===== src/pkg/dbc_map.svh =====
`ifndef DBC_MAP_SVH
`define DBC_MAP_SVH
// Register byte offsets on the APB slave
`define DBC_OFF_CTRL      12'h000
`define DBC_OFF_STAT      12'h004
`define DBC_OFF_IRQ_STAT  12'h008
`define DBC_OFF_IRQ_MASK  12'h00C
`define DBC_OFF_ACK_DATA  12'h010
// Control register fields
`define DBC_BIT_HALT      7
`define DBC_BIT_BREAKPOINT_ENABLE_FLAG     6
`define DBC_BIT_ACKEN     5
`define DBC_BIT_RSTREQ    0
`define DBC_CTRL_RESET    8'h00
`define DBC_CTRL_WMASK    8'hE1
// Opcode and acknowledge character
`define DBC_BREAK_OPCODE  8'h00
`define DBC_ACK_CHAR      8'hFF
// Interrupt status bits
`define DBC_IRQ_BREAK     0
`define DBC_IRQ_RESUME    1
`define DBC_IRQ_RSTDONE   2
`define DBC_IRQ_WIDTH     3
// Device reset sequence length in system clocks
`define DBC_RST_CYCLES    16
`endif


===== src/pkg/dbc_pkg.sv =====
package dbc_pkg;
  // APB request as one bundle
  typedef struct packed {
    logic        psel;
    logic        penable;
    logic        pwrite;
    logic [11:0] paddr;
    logic [31:0] pwdata;
  } dbc_apb_req_t;
  // Processor decode report
  typedef struct packed {
    logic       valid;
    logic [7:0] opcode;
  } dbc_decode_t;
  // Device reset sequencer states
  typedef enum logic [1:0] {
    DBC_RST_IDLE,
    DBC_RST_ASSERT,
    DBC_RST_DONE
  } dbc_rst_state_t;
endpackage


===== src/dbc_reset_seq.sv =====
`timescale 1ns/1ps
`default_nettype none
module dbc_reset_seq #(
  parameter int CYCLES = 16
) (
  // Clock and reset
  input  wire logic clk_sys,
  input  wire logic nrst,
  // Control
  input  wire logic start,
  output logic      dev_rst,
  output logic      done
);
  import dbc_pkg::*;

  dbc_rst_state_t state_q;
  dbc_rst_state_t state_d;
  logic [15:0]    cnt_q;
  logic [15:0]    cnt_d;
  wire            cnt_end = (cnt_q == 16'(CYCLES - 1));

  // Hold the device in reset for a fixed count, then signal completion
  always_comb begin
    state_d = state_q;
    cnt_d   = cnt_q;
    case (state_q)
      DBC_RST_IDLE: begin
        cnt_d = 16'h0000;
        if (start) begin
          state_d = DBC_RST_ASSERT;
        end
      end
      DBC_RST_ASSERT: begin
        cnt_d = cnt_q + 16'h0001;
        if (cnt_end) begin
          state_d = DBC_RST_DONE;
        end
      end
      DBC_RST_DONE: state_d = DBC_RST_IDLE;
      default:      state_d = DBC_RST_IDLE;
    endcase
  end

  always_ff @(posedge clk_sys) begin
    if (!nrst) begin
      state_q <= DBC_RST_IDLE;
      cnt_q   <= 16'h0000;
      dev_rst <= 1'b0;
      done    <= 1'b0;
    end else begin
      state_q <= state_d;
      cnt_q   <= cnt_d;
      dev_rst <= (state_d == DBC_RST_ASSERT);
      done    <= (state_d == DBC_RST_DONE);
    end
  end
endmodule
`default_nettype wire


===== src/dbc_top.sv =====
`timescale 1ns/1ps
`default_nettype none
`include "dbc_map.svh"
module dbc_top #(
  parameter int RST_CYCLES = `DBC_RST_CYCLES
) (
  // Clock and reset
  input  wire logic                 clk_sys,
  input  wire logic                 nrst,
  // APB slave
  input  wire dbc_pkg::dbc_apb_req_t apb_req,
  output logic [31:0]               prdata,
  output logic                      pready,
  output logic                      pslverr,
  // Processor decoder side
  input  wire dbc_pkg::dbc_decode_t decode,
  output logic                      fetch_stall,
  // Debugger host side
  input  wire logic                 read_protect,
  output logic                      ack_valid,
  output logic [7:0]                ack_char,
  input  wire logic                 ack_ready,
  // Device reset and interrupt
  output logic                      dev_rst,
  output logic                      irq
);
  import dbc_pkg::*;

  // Control register flops
  logic                      halt_q;
  logic                      breakpoint_enable_flag_q;
  logic                      acken_q;
  logic                      rstreq_q;

  // Interrupt status and mask flops
  logic [`DBC_IRQ_WIDTH-1:0] ist_q;
  logic [`DBC_IRQ_WIDTH-1:0] imask_q;

  // Acknowledge character still owed to the host
  logic                      ack_pend_q;

  // Reset sequencer outputs, declared ahead of every use
  wire                       dev_rst_w;
  wire                       rst_done;

  // Word-aligned address match helper
  // Byte lanes below bit 2 are ignored, so any byte of a word hits it
  function automatic logic addr_is(input logic [11:0] a, input logic [11:0] off);
    addr_is = (a[11:2] == off[11:2]);
  endfunction

  // Any register of the map
  // Used for the error response, so one list of offsets serves both
  function automatic logic addr_is_map(input logic [11:0] a);
    addr_is_map = addr_is(a, `DBC_OFF_CTRL) | addr_is(a, `DBC_OFF_STAT) |
                  addr_is(a, `DBC_OFF_IRQ_STAT) | addr_is(a, `DBC_OFF_IRQ_MASK) |
                  addr_is(a, `DBC_OFF_ACK_DATA);
  endfunction

  // APB phase decode
  // The slave answers at the setup edge, so the access phase has no wait states
  wire acc      = apb_req.psel & apb_req.penable;
  wire setup    = apb_req.psel & ~apb_req.penable;
  wire wr       = acc & apb_req.pwrite;
  wire rd_setup = setup & ~apb_req.pwrite;

  // Register hits, shared by the setup and the access phase
  // The master holds the address through both, so one decode suffices
  wire hit_ctrl = addr_is(apb_req.paddr, `DBC_OFF_CTRL);
  wire hit_stat = addr_is(apb_req.paddr, `DBC_OFF_STAT);
  wire hit_ist  = addr_is(apb_req.paddr, `DBC_OFF_IRQ_STAT);
  wire hit_imsk = addr_is(apb_req.paddr, `DBC_OFF_IRQ_MASK);
  wire hit_ack  = addr_is(apb_req.paddr, `DBC_OFF_ACK_DATA);
  wire mapped   = addr_is_map(apb_req.paddr);

  // Write strobes, taken at the access edge only
  // An unmapped write matches no strobe and so changes nothing
  wire wr_ctrl  = wr & hit_ctrl;
  wire wr_ist   = wr & hit_ist;
  wire wr_imsk  = wr & hit_imsk;
  wire [7:0] wb = apb_req.pwdata[7:0];

  // Break detection: only opcode 00H is the break
  // Any other opcode passes untouched, whatever the enables say
  wire is_break  = decode.valid & (decode.opcode == `DBC_BREAK_OPCODE);

  // With breakpoints off the break runs as a no-operation
  // Gated by the registered device reset, so the ignore window matches the pin
  wire break_hit = is_break & breakpoint_enable_flag_q & ~dev_rst;

  // Halt clear is refused under read protection
  // Only nrst, or a clear written once read_protect drops, can then release the processor
  wire halt_wr0  = wr_ctrl & ~wb[`DBC_BIT_HALT] & ~read_protect;
  wire halt_wr1  = wr_ctrl & wb[`DBC_BIT_HALT];

  // A break in the same cycle as a clear keeps the halt set
  // Losing that break would let the processor run past a breakpoint
  wire resume_ev = halt_q & halt_wr0 & ~break_hit;
  wire halt_d    = break_hit | halt_wr1 | (halt_q & ~halt_wr0);

  // A new request is taken only while no sequence runs
  // A second write of one during the sequence does not stretch it
  wire rst_start = wr_ctrl & wb[`DBC_BIT_RSTREQ] & ~rstreq_q;
  wire rstreq_d  = rst_start | (rstreq_q & ~rst_done);

  // Device reset sequencer
  // It drives only the device reset; debugger state stays as it is
  dbc_reset_seq #(
    .CYCLES (RST_CYCLES)
  ) i_dbc_reset_seq (
    .clk_sys (clk_sys),
    .nrst    (nrst),
    .start   (rst_start),
    .dev_rst (dev_rst_w),
    .done    (rst_done)
  );

  // Events into the sticky status
  // Set beats a write-one clear, so an event never slips between read and clear
  wire [`DBC_IRQ_WIDTH-1:0] ev    = {rst_done, resume_ev, break_hit};
  wire [`DBC_IRQ_WIDTH-1:0] iclr  = wr_ist ? wb[`DBC_IRQ_WIDTH-1:0] : '0;
  wire [`DBC_IRQ_WIDTH-1:0] ist_d = ev | (ist_q & ~iclr);

  // Interrupt level from the next status, so it is not a cycle late
  wire                      irq_d = |(ist_d & imask_q);

  // Read views; reserved control bits read zero
  // Reserved write bits have no flop at all, so nothing can leak back
  wire [7:0] ctrl_rd = {halt_q, breakpoint_enable_flag_q, acken_q, 4'h0, rstreq_q};
  wire [7:0] stat_rd = {halt_q, dev_rst_w, read_protect, ack_pend_q, 4'h0};

  // Read mux on the setup-phase address
  // Upper bits of every register read zero
  wire [31:0] rd_mux = hit_ctrl ? {24'h000000, ctrl_rd} :
                       hit_stat ? {24'h000000, stat_rd} :
                       hit_ist  ? {29'h0000000, ist_q} :
                       hit_imsk ? {29'h0000000, imask_q} :
                       hit_ack  ? {24'h000000, `DBC_ACK_CHAR} : 32'h00000000;

  // Answer launched at the setup edge
  // Trade-off: read data shows the state one edge before the access edge
  wire [31:0] prdata_d  = rd_setup ? rd_mux : 32'h00000000;
  wire        pslverr_d = setup & ~mapped;

  // Acknowledge character stays owed until the host link takes it
  // A second break while one is owed folds into the same character
  wire ack_set = break_hit & acken_q;
  wire ack_d   = ack_set | (ack_pend_q & ~ack_ready);

  // Halt flag; the device reset spares it
  always_ff @(posedge clk_sys) begin
    if (!nrst) begin
      halt_q <= 1'b0;
    end else begin
      halt_q <= halt_d;
    end
  end

  // Enables change only on a control write
  always_ff @(posedge clk_sys) begin
    if (!nrst) begin
      breakpoint_enable_flag_q <= 1'b0;
      acken_q <= 1'b0;
    end else if (wr_ctrl) begin
      breakpoint_enable_flag_q <= wb[`DBC_BIT_BREAKPOINT_ENABLE_FLAG];
      acken_q <= wb[`DBC_BIT_ACKEN];
    end
  end

  // Self-clearing request ends with the sequence
  always_ff @(posedge clk_sys) begin
    if (!nrst) begin
      rstreq_q <= 1'b0;
    end else begin
      rstreq_q <= rstreq_d;
    end
  end

  // Sticky status bits
  always_ff @(posedge clk_sys) begin
    if (!nrst) begin
      ist_q <= '0;
    end else begin
      ist_q <= ist_d;
    end
  end

  // Interrupt mask, same layout as the status
  always_ff @(posedge clk_sys) begin
    if (!nrst) begin
      imask_q <= '0;
    end else if (wr_imsk) begin
      imask_q <= wb[`DBC_IRQ_WIDTH-1:0];
    end
  end

  // Owed acknowledge character
  always_ff @(posedge clk_sys) begin
    if (!nrst) begin
      ack_pend_q <= 1'b0;
    end else begin
      ack_pend_q <= ack_d;
    end
  end

  // APB answer, one cycle each
  // pready rises in the access cycle since the setup cycle launched it
  always_ff @(posedge clk_sys) begin
    if (!nrst) begin
      prdata  <= 32'h00000000;
      pready  <= 1'b0;
      pslverr <= 1'b0;
    end else begin
      pready  <= setup;
      pslverr <= pslverr_d;
      prdata  <= prdata_d;
    end
  end

  // Processor stall follows the halt flag
  always_ff @(posedge clk_sys) begin
    if (!nrst) begin
      fetch_stall <= 1'b0;
    end else begin
      fetch_stall <= halt_d;
    end
  end

  // Host link outputs; the character is a constant while owed
  always_ff @(posedge clk_sys) begin
    if (!nrst) begin
      ack_valid <= 1'b0;
      ack_char  <= 8'h00;
    end else begin
      ack_valid <= ack_d;
      ack_char  <= ack_d ? `DBC_ACK_CHAR : 8'h00;
    end
  end

  // Device reset pin and interrupt level
  // The pin lags the sequencer by one edge to come straight from a flop
  always_ff @(posedge clk_sys) begin
    if (!nrst) begin
      dev_rst <= 1'b0;
      irq     <= 1'b0;
    end else begin
      dev_rst <= dev_rst_w;
      irq     <= irq_d;
    end
  end

  // Limitation: the link that carries the character is outside this block
  // Limitation: a device reset does not clear the enables or the halt flag
  // Limitation: status reads show the sequencer, one edge ahead of the pin
endmodule
`default_nettype wire


===== config.mk =====
export PLATFORM = sky130hd
export DESIGN_NAME = dbc_top
export DESIGN_NICKNAME = d
export VERILOG_FILES = /design/src/pkg/dbc_pkg.sv /design/src/dbc_reset_seq.sv /design/src/dbc_top.sv
export VERILOG_INCLUDE_DIRS = /design/src /design/src/pkg
export SDC_FILE = /design/constraint.sdc
export NUM_CORES = 1
export LEC_CHECK = 0
export BUFFER_PORTS_ARGS = -buffer_cell sky130_fd_sc_hd__buf_4
export CAP_MARGIN = 30
export CELL_PAD_IN_SITES_DETAIL_PLACEMENT = 1
export CELL_PAD_IN_SITES_GLOBAL_PLACEMENT = 2
export CORE_ASPECT_RATIO = 0.9
export CORE_UTILIZATION = 27
export DETAILED_ROUTE_END_ITERATION = 12
export PLACE_DENSITY = 0.86
export SKIP_LAST_GASP = 1
export SLEW_MARGIN = 20
export SYNTH_ARGS = -nofsm -noshare
export SYNTH_HDL_FRONTEND = slang
export SYNTH_SLANG_ARGS = --single-unit

===== constraint.sdc =====
create_clock -name clk_sys -period 6.2 [get_ports clk_sys]
set_input_delay 0.31 -clock clk_sys [delete_from_list [all_inputs] [get_ports clk_sys]]
set_output_delay 0.31 -clock clk_sys [all_outputs]
set_load 0.1 [all_outputs]

==> qor.csv, run 1 <==
metric;value;unit
die boundary width;96.3;um
synth top area cells;sky130_fd_sc_hd__dfxtp_1 (40%), sky130_fd_sc_hd__buf_4 (11%), sky130_fd_sc_hd__xnor2_1 (4.5%), sky130_fd_sc_hd__nor2_1 (3.0%), sky130_fd_sc_hd__mux2i_1 (2.8%);
DRC errors left;0;
number of register bits inferred by synthesis;43;
Post-Syn Area;2160;sq um
warnings from Yosys;0;
Register-to-Register Setup Slack;3940;ps
part of the total power dissipated in combinational logic;0.148;
number of buffers between clock root and the deepest sink;2;
relative slew slack;0.369;
data required time at the worst endpoint;6390;ps
Crit. End Element;flip-flop;
Die ar.;8360;sq um
port buffer count;53;
hold-fix buffers at CTS;0;
first-pass GRT wire length;7800;um
H-tree depth reported by CTS;2;
clock latency reported for the late side of the worst-skew pair;290;ps
actual transition at the worst max-transition pin;937;ps
vias in the first global route;1679;
die height;86.8;um
classification of the worst-slack hold path;input port to flip-flop;
area inside the core boundary;7660;sq um
placer congestion estimate;0.719;
Detailed Routing Iterations Pass 1;2;
biggest fanout along the worst timing path;4;
most common cell after layout, fill and taps aside;sky130_fd_sc_hd__buf_4;
Max Slew Vio Count;0;
commonest non-fill, non-tap cells in the layout;sky130_fd_sc_hd__buf_4 (54), sky130_fd_sc_hd__dfxtp_1 (43), sky130_fd_sc_hd__conb_1 (24);
number of sinks driven by the clock tree;43;
data arrival time of the critical path;2450;ps
root buf cell;sky130_fd_sc_hd__clkbuf_8;
final cell count without fillers;387;
vias per inst;4.54;
fraction of final layout cells sized beyond drive strength 1;0.254;
RSZ-0062 raised after global routing;false;
maximum number of pins on one net before global-route repair;23;
power after layout;0.634;mW
effective utilization at floorplan;0.282;
EDFF count, synth;0;
number of nets at the end of the flow;351;
DR WL/cell;12.8;um
library cell occupying the most area in the post-synthesis netlist;sky130_fd_sc_hd__dfxtp_1;
TritonCTS buffer count;5;
Fillers;922;
syn avg cell area;8.74;sq um
HPWL Detailed;3810;um
leading register cell type out of synthesis;sky130_fd_sc_hd__dfxtp_1;
share of flip-flops with an asynchronous set or reset;0;
internal power;0.454;mW
share of power burned in the clock network;0.415;
setup slack after placement;3650;ps
critical path type;flip-flop to flip-flop;
worst setup skew after layout;6.41;ps
leakage power;1.03;nW
Top-Level Pins;106;
net load switching power;0.180;mW
count of endpoints failing hold in the final timing report;0;
Min Clock Period, post-route;2260;ps
count of different cell masters after synthesis;49;
setup ws final;3940;ps
TritonCTS clock tree;built;
maximum vdd drop;77.0;uV
sequential element share of the synthesized area;0.399;
cell count after placement;379;
Design Area, Final;2630;sq um
placement-stage cell area;2490;sq um
Tot GR Track Use;0.120;
total routed wirelength;4950;um
post-CTS setup-driven buffer insertion count;0;
share of the cycle needed by the critical path after routing;0.364;
synthesized netlist cell count;247;
category of the worst setup path launch point;flip-flop;
P&R area growth vs syn;21.6;%
post-cts sizing count;0;
setup-violating endpoint count in the final report;0;
count of max-cap constraint violations;0;
fraction of synthesized cell area taken by the top area cell type;0.399;
total negative slack;0;ps
sum of overflow across all layers after global routing;0;
register clock-pin slew on the reported worst setup and hold paths;90;ps
total inserted antenna cells;0;
initial antenna violation count;0;
part of the power in registers;0.436;
via count of the routed design;1758;
Final ANT Viol Nets;0;
switching share of power;0.284;
total number of placement rows;30;
power density over the cells;241;nW/um^2
outcome;complete, no violations;
Fmax achieved;443;MHz
detailed router's first-iteration violation count;45;
## path summary, 6_finish.rpt
kind	start	to	cells after the start
worst max register to register	breakpoint_enable_flag_q$_SDFFE_PN0N_	irq$_SDFF_PN0_	4
worst min-delay path	apb_req[6]	breakpoint_enable_flag_q$_SDFFE_PN0N_	3
worst min register to register	i_dbc_reset_seq.dev_rst$_SDFF_PN0_	dev_rst$_SDFF_PN0_	1
worst max-delay path	breakpoint_enable_flag_q$_SDFFE_PN0N_	irq$_SDFF_PN0_	4
## cell families after synthesis
group | share of synthesized area
compound gates | 0.103
xor+xnor | 0.0446
fa+ha+maj | 0.00579
buf+inv | 0.152
flops | 0.399
mux | 0.0487
other cells | 0.00174
simple gates | 0.246
## flip-flops by register name, summed over array words and instances, names as in the netlist
| signal | cells |
|---|---|
| acken_q | 1 |
| i_dbc_reset_seq.done | 1 |
| ist_q | 3 |
| dev_rst | 1 |
| imask_q | 3 |
| irq | 1 |
| rstreq_q | 1 |
| i_dbc_reset_seq.cnt_q | 16 |
| fetch_stall | 1 |
| pslverr | 1 |
| ack_char | 1 |
| breakpoint_enable_flag_q | 1 |
| i_dbc_reset_seq.dev_rst | 1 |
| i_dbc_reset_seq.state_q | 2 |
| prdata | 8 |
| pready | 1 |
## power by group through the flow
stage	clock [mW]	sequential, mW	combinational, mW
after floorplan	0	0.287	0.0829
after global placement	0	0.283	0.0931
after detailed placement	0	0.283	0.0937
after CTS	0.271	0.277	0.0938
after global routing	0.280	0.277	0.0976
final	0.263	0.277	0.0938
## metal layers
layer | track usage | routed length [um] | part of all wire | vias up
met5 | 0 | 0 | 0 | -
met4 | 0.0407 | 46 | 0.0093 | 0
met3 | 0.0211 | 212 | 0.043 | 4
met2 | 0.201 | 2340 | 0.47 | 43
met1 | 0.155 | 2350 | 0.47 | 826
li1 | - | - | - | 885
## cell type report
cell class | count | area [sq um] | share of cell area
clock buffers | 5 | 68.8 | 0.0262
clock inverters | 3 | 67.6 | 0.0257
inverters | 12 | 45.0 | 0.0172
multi-input cells | 174 | 1060 | 0.403
flip-flops and latches | 43 | 861 | 0.328
well taps | 96 | 120 | 0.0458
repair buffers | 54 | 405 | 0.154
## critical path: stages (launching register included)
cell and delay [ps]:
sky130_fd_sc_hd__dfxtp_1 350, sky130_fd_sc_hd__or4b_2 600, sky130_fd_sc_hd__nor3_1 610, sky130_fd_sc_hd__o41ai_1 200
sky130_fd_sc_hd__a311o_1 380
## cell usage after synthesis (4+ instances only)
cell and count:
sky130_fd_sc_hd__nand4_1 4, sky130_fd_sc_hd__clkbuf_1 6, sky130_fd_sc_hd__xnor2_1 11, sky130_fd_sc_hd__nor3_1 9
sky130_fd_sc_hd__nand2_1 16, sky130_fd_sc_hd__mux2i_1 6, sky130_fd_sc_hd__inv_1 12, sky130_fd_sc_hd__nand3_1 7
sky130_fd_sc_hd__mux2_2 4, sky130_fd_sc_hd__buf_4 32, sky130_fd_sc_hd__dfxtp_1 43, sky130_fd_sc_hd__or4_1 4
sky130_fd_sc_hd__a21oi_1 11, sky130_fd_sc_hd__nor2_1 17, sky130_fd_sc_hd__nor2b_1 9, sky130_fd_sc_hd__and2_1 4
sky130_fd_sc_hd__nor4_1 6
## metrics by stage
step            util  hold WS, ps
5_1_grt        0.343          296
3_5_place_dp   0.325          457
6_report       0.343          271
2_1_floorplan      -          424
3_3_place_gp   0.324          451
4_1_cts        0.343          267
Note: power is estimated with default switching activity, not from simulation.
==> run 2, diff against run 1 <==
--- a/config.mk
+++ b/config.mk
@@ -11,9 +11,9 @@
 export CELL_PAD_IN_SITES_DETAIL_PLACEMENT = 1
 export CELL_PAD_IN_SITES_GLOBAL_PLACEMENT = 2
 export CORE_ASPECT_RATIO = 0.9
-export CORE_UTILIZATION = 27
+export CORE_UTILIZATION = 23
 export DETAILED_ROUTE_END_ITERATION = 12
-export PLACE_DENSITY = 0.86
+export PLACE_DENSITY = 0.78
 export SKIP_LAST_GASP = 1
 export SLEW_MARGIN = 20
 export SYNTH_ARGS = -nofsm -noshare
==> constraint.sdc (replaced) <==
create_clock -name clk_sys -period 1.85 [get_ports clk_sys]
set_input_delay 0.0925 -clock clk_sys [delete_from_list [all_inputs] [get_ports clk_sys]]
set_output_delay 0.0925 -clock clk_sys [all_outputs]
set_load 0.1 [all_outputs]
==> qor.csv, run 2 (synthesis results as in run 1) <==
metric;value;unit
outcome;complete, no violations;
count of max-cap constraint violations;0;
biggest fanout along the worst timing path;4;
Global Route met2 Usage;0.166;
TritonCTS buffer count;5;
fraction of final layout cells sized beyond drive strength 1;0.304;
H-tree depth reported by CTS;2;
DRC errors left;0;
number of flip-flops under the largest register name;16;
multi-input logic area;1090;sq um
RSZ-0062 raised after global routing;false;
HPWL Detailed;3970;um
Fmax achieved;573;MHz
Worst R2R End;irq$_SDFF_PN0_;
number of sinks driven by the clock tree;43;
worst-case reg-to-reg path depth;5;
classification of the worst-slack hold path;input port to flip-flop;
critical path type;input port to flip-flop;
share of the cycle needed by the critical path after routing;0.943;
Storage cell area;862;sq um
worst setup skew after layout;11.7;ps
via count of the routed design;1851;
Crit. path cell count;5;
count of buffering cells on the critical path with inverters included;1;
total inserted antenna cells;0;
DR WL/cell;12.3;um
vias per inst;4.36;
total number of placement rows;33;
worst r2r src;breakpoint_enable_flag_q$_SDFFE_PN0N_;
commonest non-fill, non-tap cells in the layout;sky130_fd_sc_hd__buf_4 (66), sky130_fd_sc_hd__dfxtp_1 (42), sky130_fd_sc_hd__conb_1 (24);
maximum vdd drop;228;uV
Fillers;1069;
number of nets at the end of the flow;363;
top register by number of flip-flops;i_dbc_reset_seq.cnt_q;
Largest regs;i_dbc_reset_seq.cnt_q: 16 flops, prdata: 8 flops;
Top-Level Pins;106;
Die ar.;9780;sq um
Max Slew Vio Count;0;
total routed wirelength;5230;um
vias in the first global route;1719;
port buffer count;53;
placer congestion estimate;0.787;
clock latency reported for the late side of the worst-skew pair;300;ps
ordered list of cells on the worst path;buf_4 -> or4_4 -> or4_4 -> or4b_4 -> a21oi_1;
die boundary width;104;um
hold-fix buffers at CTS;0;
family with the most delay on the worst path;simple AND/OR/NAND/NOR gates;
met1 track demand over resource;0.143;
setup-violating endpoint count in the final report;0;
final cell count without fillers;425;
area inside the core boundary;9130;sq um
Post-Route Utilization;0.303;
worst setup path startpoint;apb_req[39];
Final ANT Viol Nets;0;
Tot GR Track Use;0.105;
TritonCTS clock tree;built;
die height;93.9;um
root buf cell;sky130_fd_sc_hd__clkbuf_8;
maximum number of pins on one net before global-route repair;23;
CP Capture Point;i_dbc_reset_seq.dev_rst$_SDFF_PN0_;
category of the worst setup path launch point;input port;
most common cell after layout, fill and taps aside;sky130_fd_sc_hd__buf_4;
Crit. End Element;flip-flop;
power density over the cells;729;nW/um^2
GRT Max-Usage Layer;met2;
data required time at the worst endpoint;2080;ps
P&R area growth vs syn;27.9;%
register clock-pin slew on the reported worst setup and hold paths;90;ps
number of buffers between clock root and the deepest sink;2;
post-CTS setup-driven buffer insertion count;0;
data arrival time of the critical path;1980;ps
detailed router's first-iteration violation count;79;
effective utilization at floorplan;0.237;
largest incremental delay on the critical path;590;ps
setup slack after placement;-242;ps
sum of overflow across all layers after global routing;0;
count of endpoints failing hold in the final timing report;0;
cell count after placement;417;
Min Clock Period, post-route;1740;ps
cell type of the slowest stage on the worst timing path;sky130_fd_sc_hd__or4_4;
first-pass GRT wire length;8280;um
leakage power;1.09;nW
setup ws final;106;ps
Detailed Routing Iterations Pass 1;4;
grt met3 use;0.0153;
Register-to-Register Setup Slack;160;ps
Top cell by count, worst path;sky130_fd_sc_hd__or4_4;
initial antenna violation count;0;
-- run 2: worst min-delay path by stage --
stage                     cells past startpoint  slack [ps]                                    end       start
after floorplan                               2         260                      pready$_SDFF_PN0_        nrst
after global placement                        3         360                imask_q[1]$_SDFFE_PN0P_  apb_req[1]
after detailed placement                      3         370                   acken_q$_SDFFE_PN0N_  apb_req[5]
after CTS                                     3          50                   acken_q$_SDFFE_PN0N_  apb_req[5]
after global routing                          3          70  breakpoint_enable_flag_q$_SDFFE_PN0N_  apb_req[6]
final                                         3          50  breakpoint_enable_flag_q$_SDFFE_PN0N_  apb_req[6]
-- run 2: tightest hold or removal path, stage by stage --
cell and delay (ps):
sky130_fd_sc_hd__buf_4 80, sky130_fd_sc_hd__mux2i_1 50, sky130_fd_sc_hd__nor2b_1 100
-- run 2: where the power goes --
part / internal [mW] / switching, mW / leakage [nW]
Clock: 0.437 / 0.325 / 0.0612
Combinational: 0.0601 / 0.264 / 0.686
Sequential: 0.926 / 0.000483 / 0.347
Total: 1.42 / 0.590 / 1.09
-- run 2: layer usage --
metal,wire length [um],share of wire,vias up
met3,250,0.048,6
met4,79,0.015,0
met2,2330,0.45,63
met5,0,0,-
met1,2560,0.49,876
li1,-,-,906
-- run 2: repair_timing --
| item | in CTS | in global routing |
|---|---|---|
| pin swaps | 0 | 0 |
| resized for setup | 3 | 2 |
| setup endpoints to repair | 1 | 1 |
| gates cloned | 0 | 0 |
-- run 2: through the flow --
stage	TNS (ps)	hold WS (ps)	cell area, sq um	power (mW)
floorplan	-804	257	2260	1.24
global placement	-1080	359	2620	1.27
detailed placement	-1430	368	2620	1.27
CTS	0	47.0	2750	2.04
global route	0	73.7	2760	2.08
finish	0	52.2	2760	2.01
-- run 2: final cells by class --
class | instances | area share
Clock inverter | 2 | 0.0127
Clock buffer | 6 | 0.0299
Multi-Input combinational cell | 174 | 0.394
Sequential cell | 43 | 0.312
Inverter | 12 | 0.0163
Tap cell | 122 | 0.0553
Timing Repair Buffer | 66 | 0.179
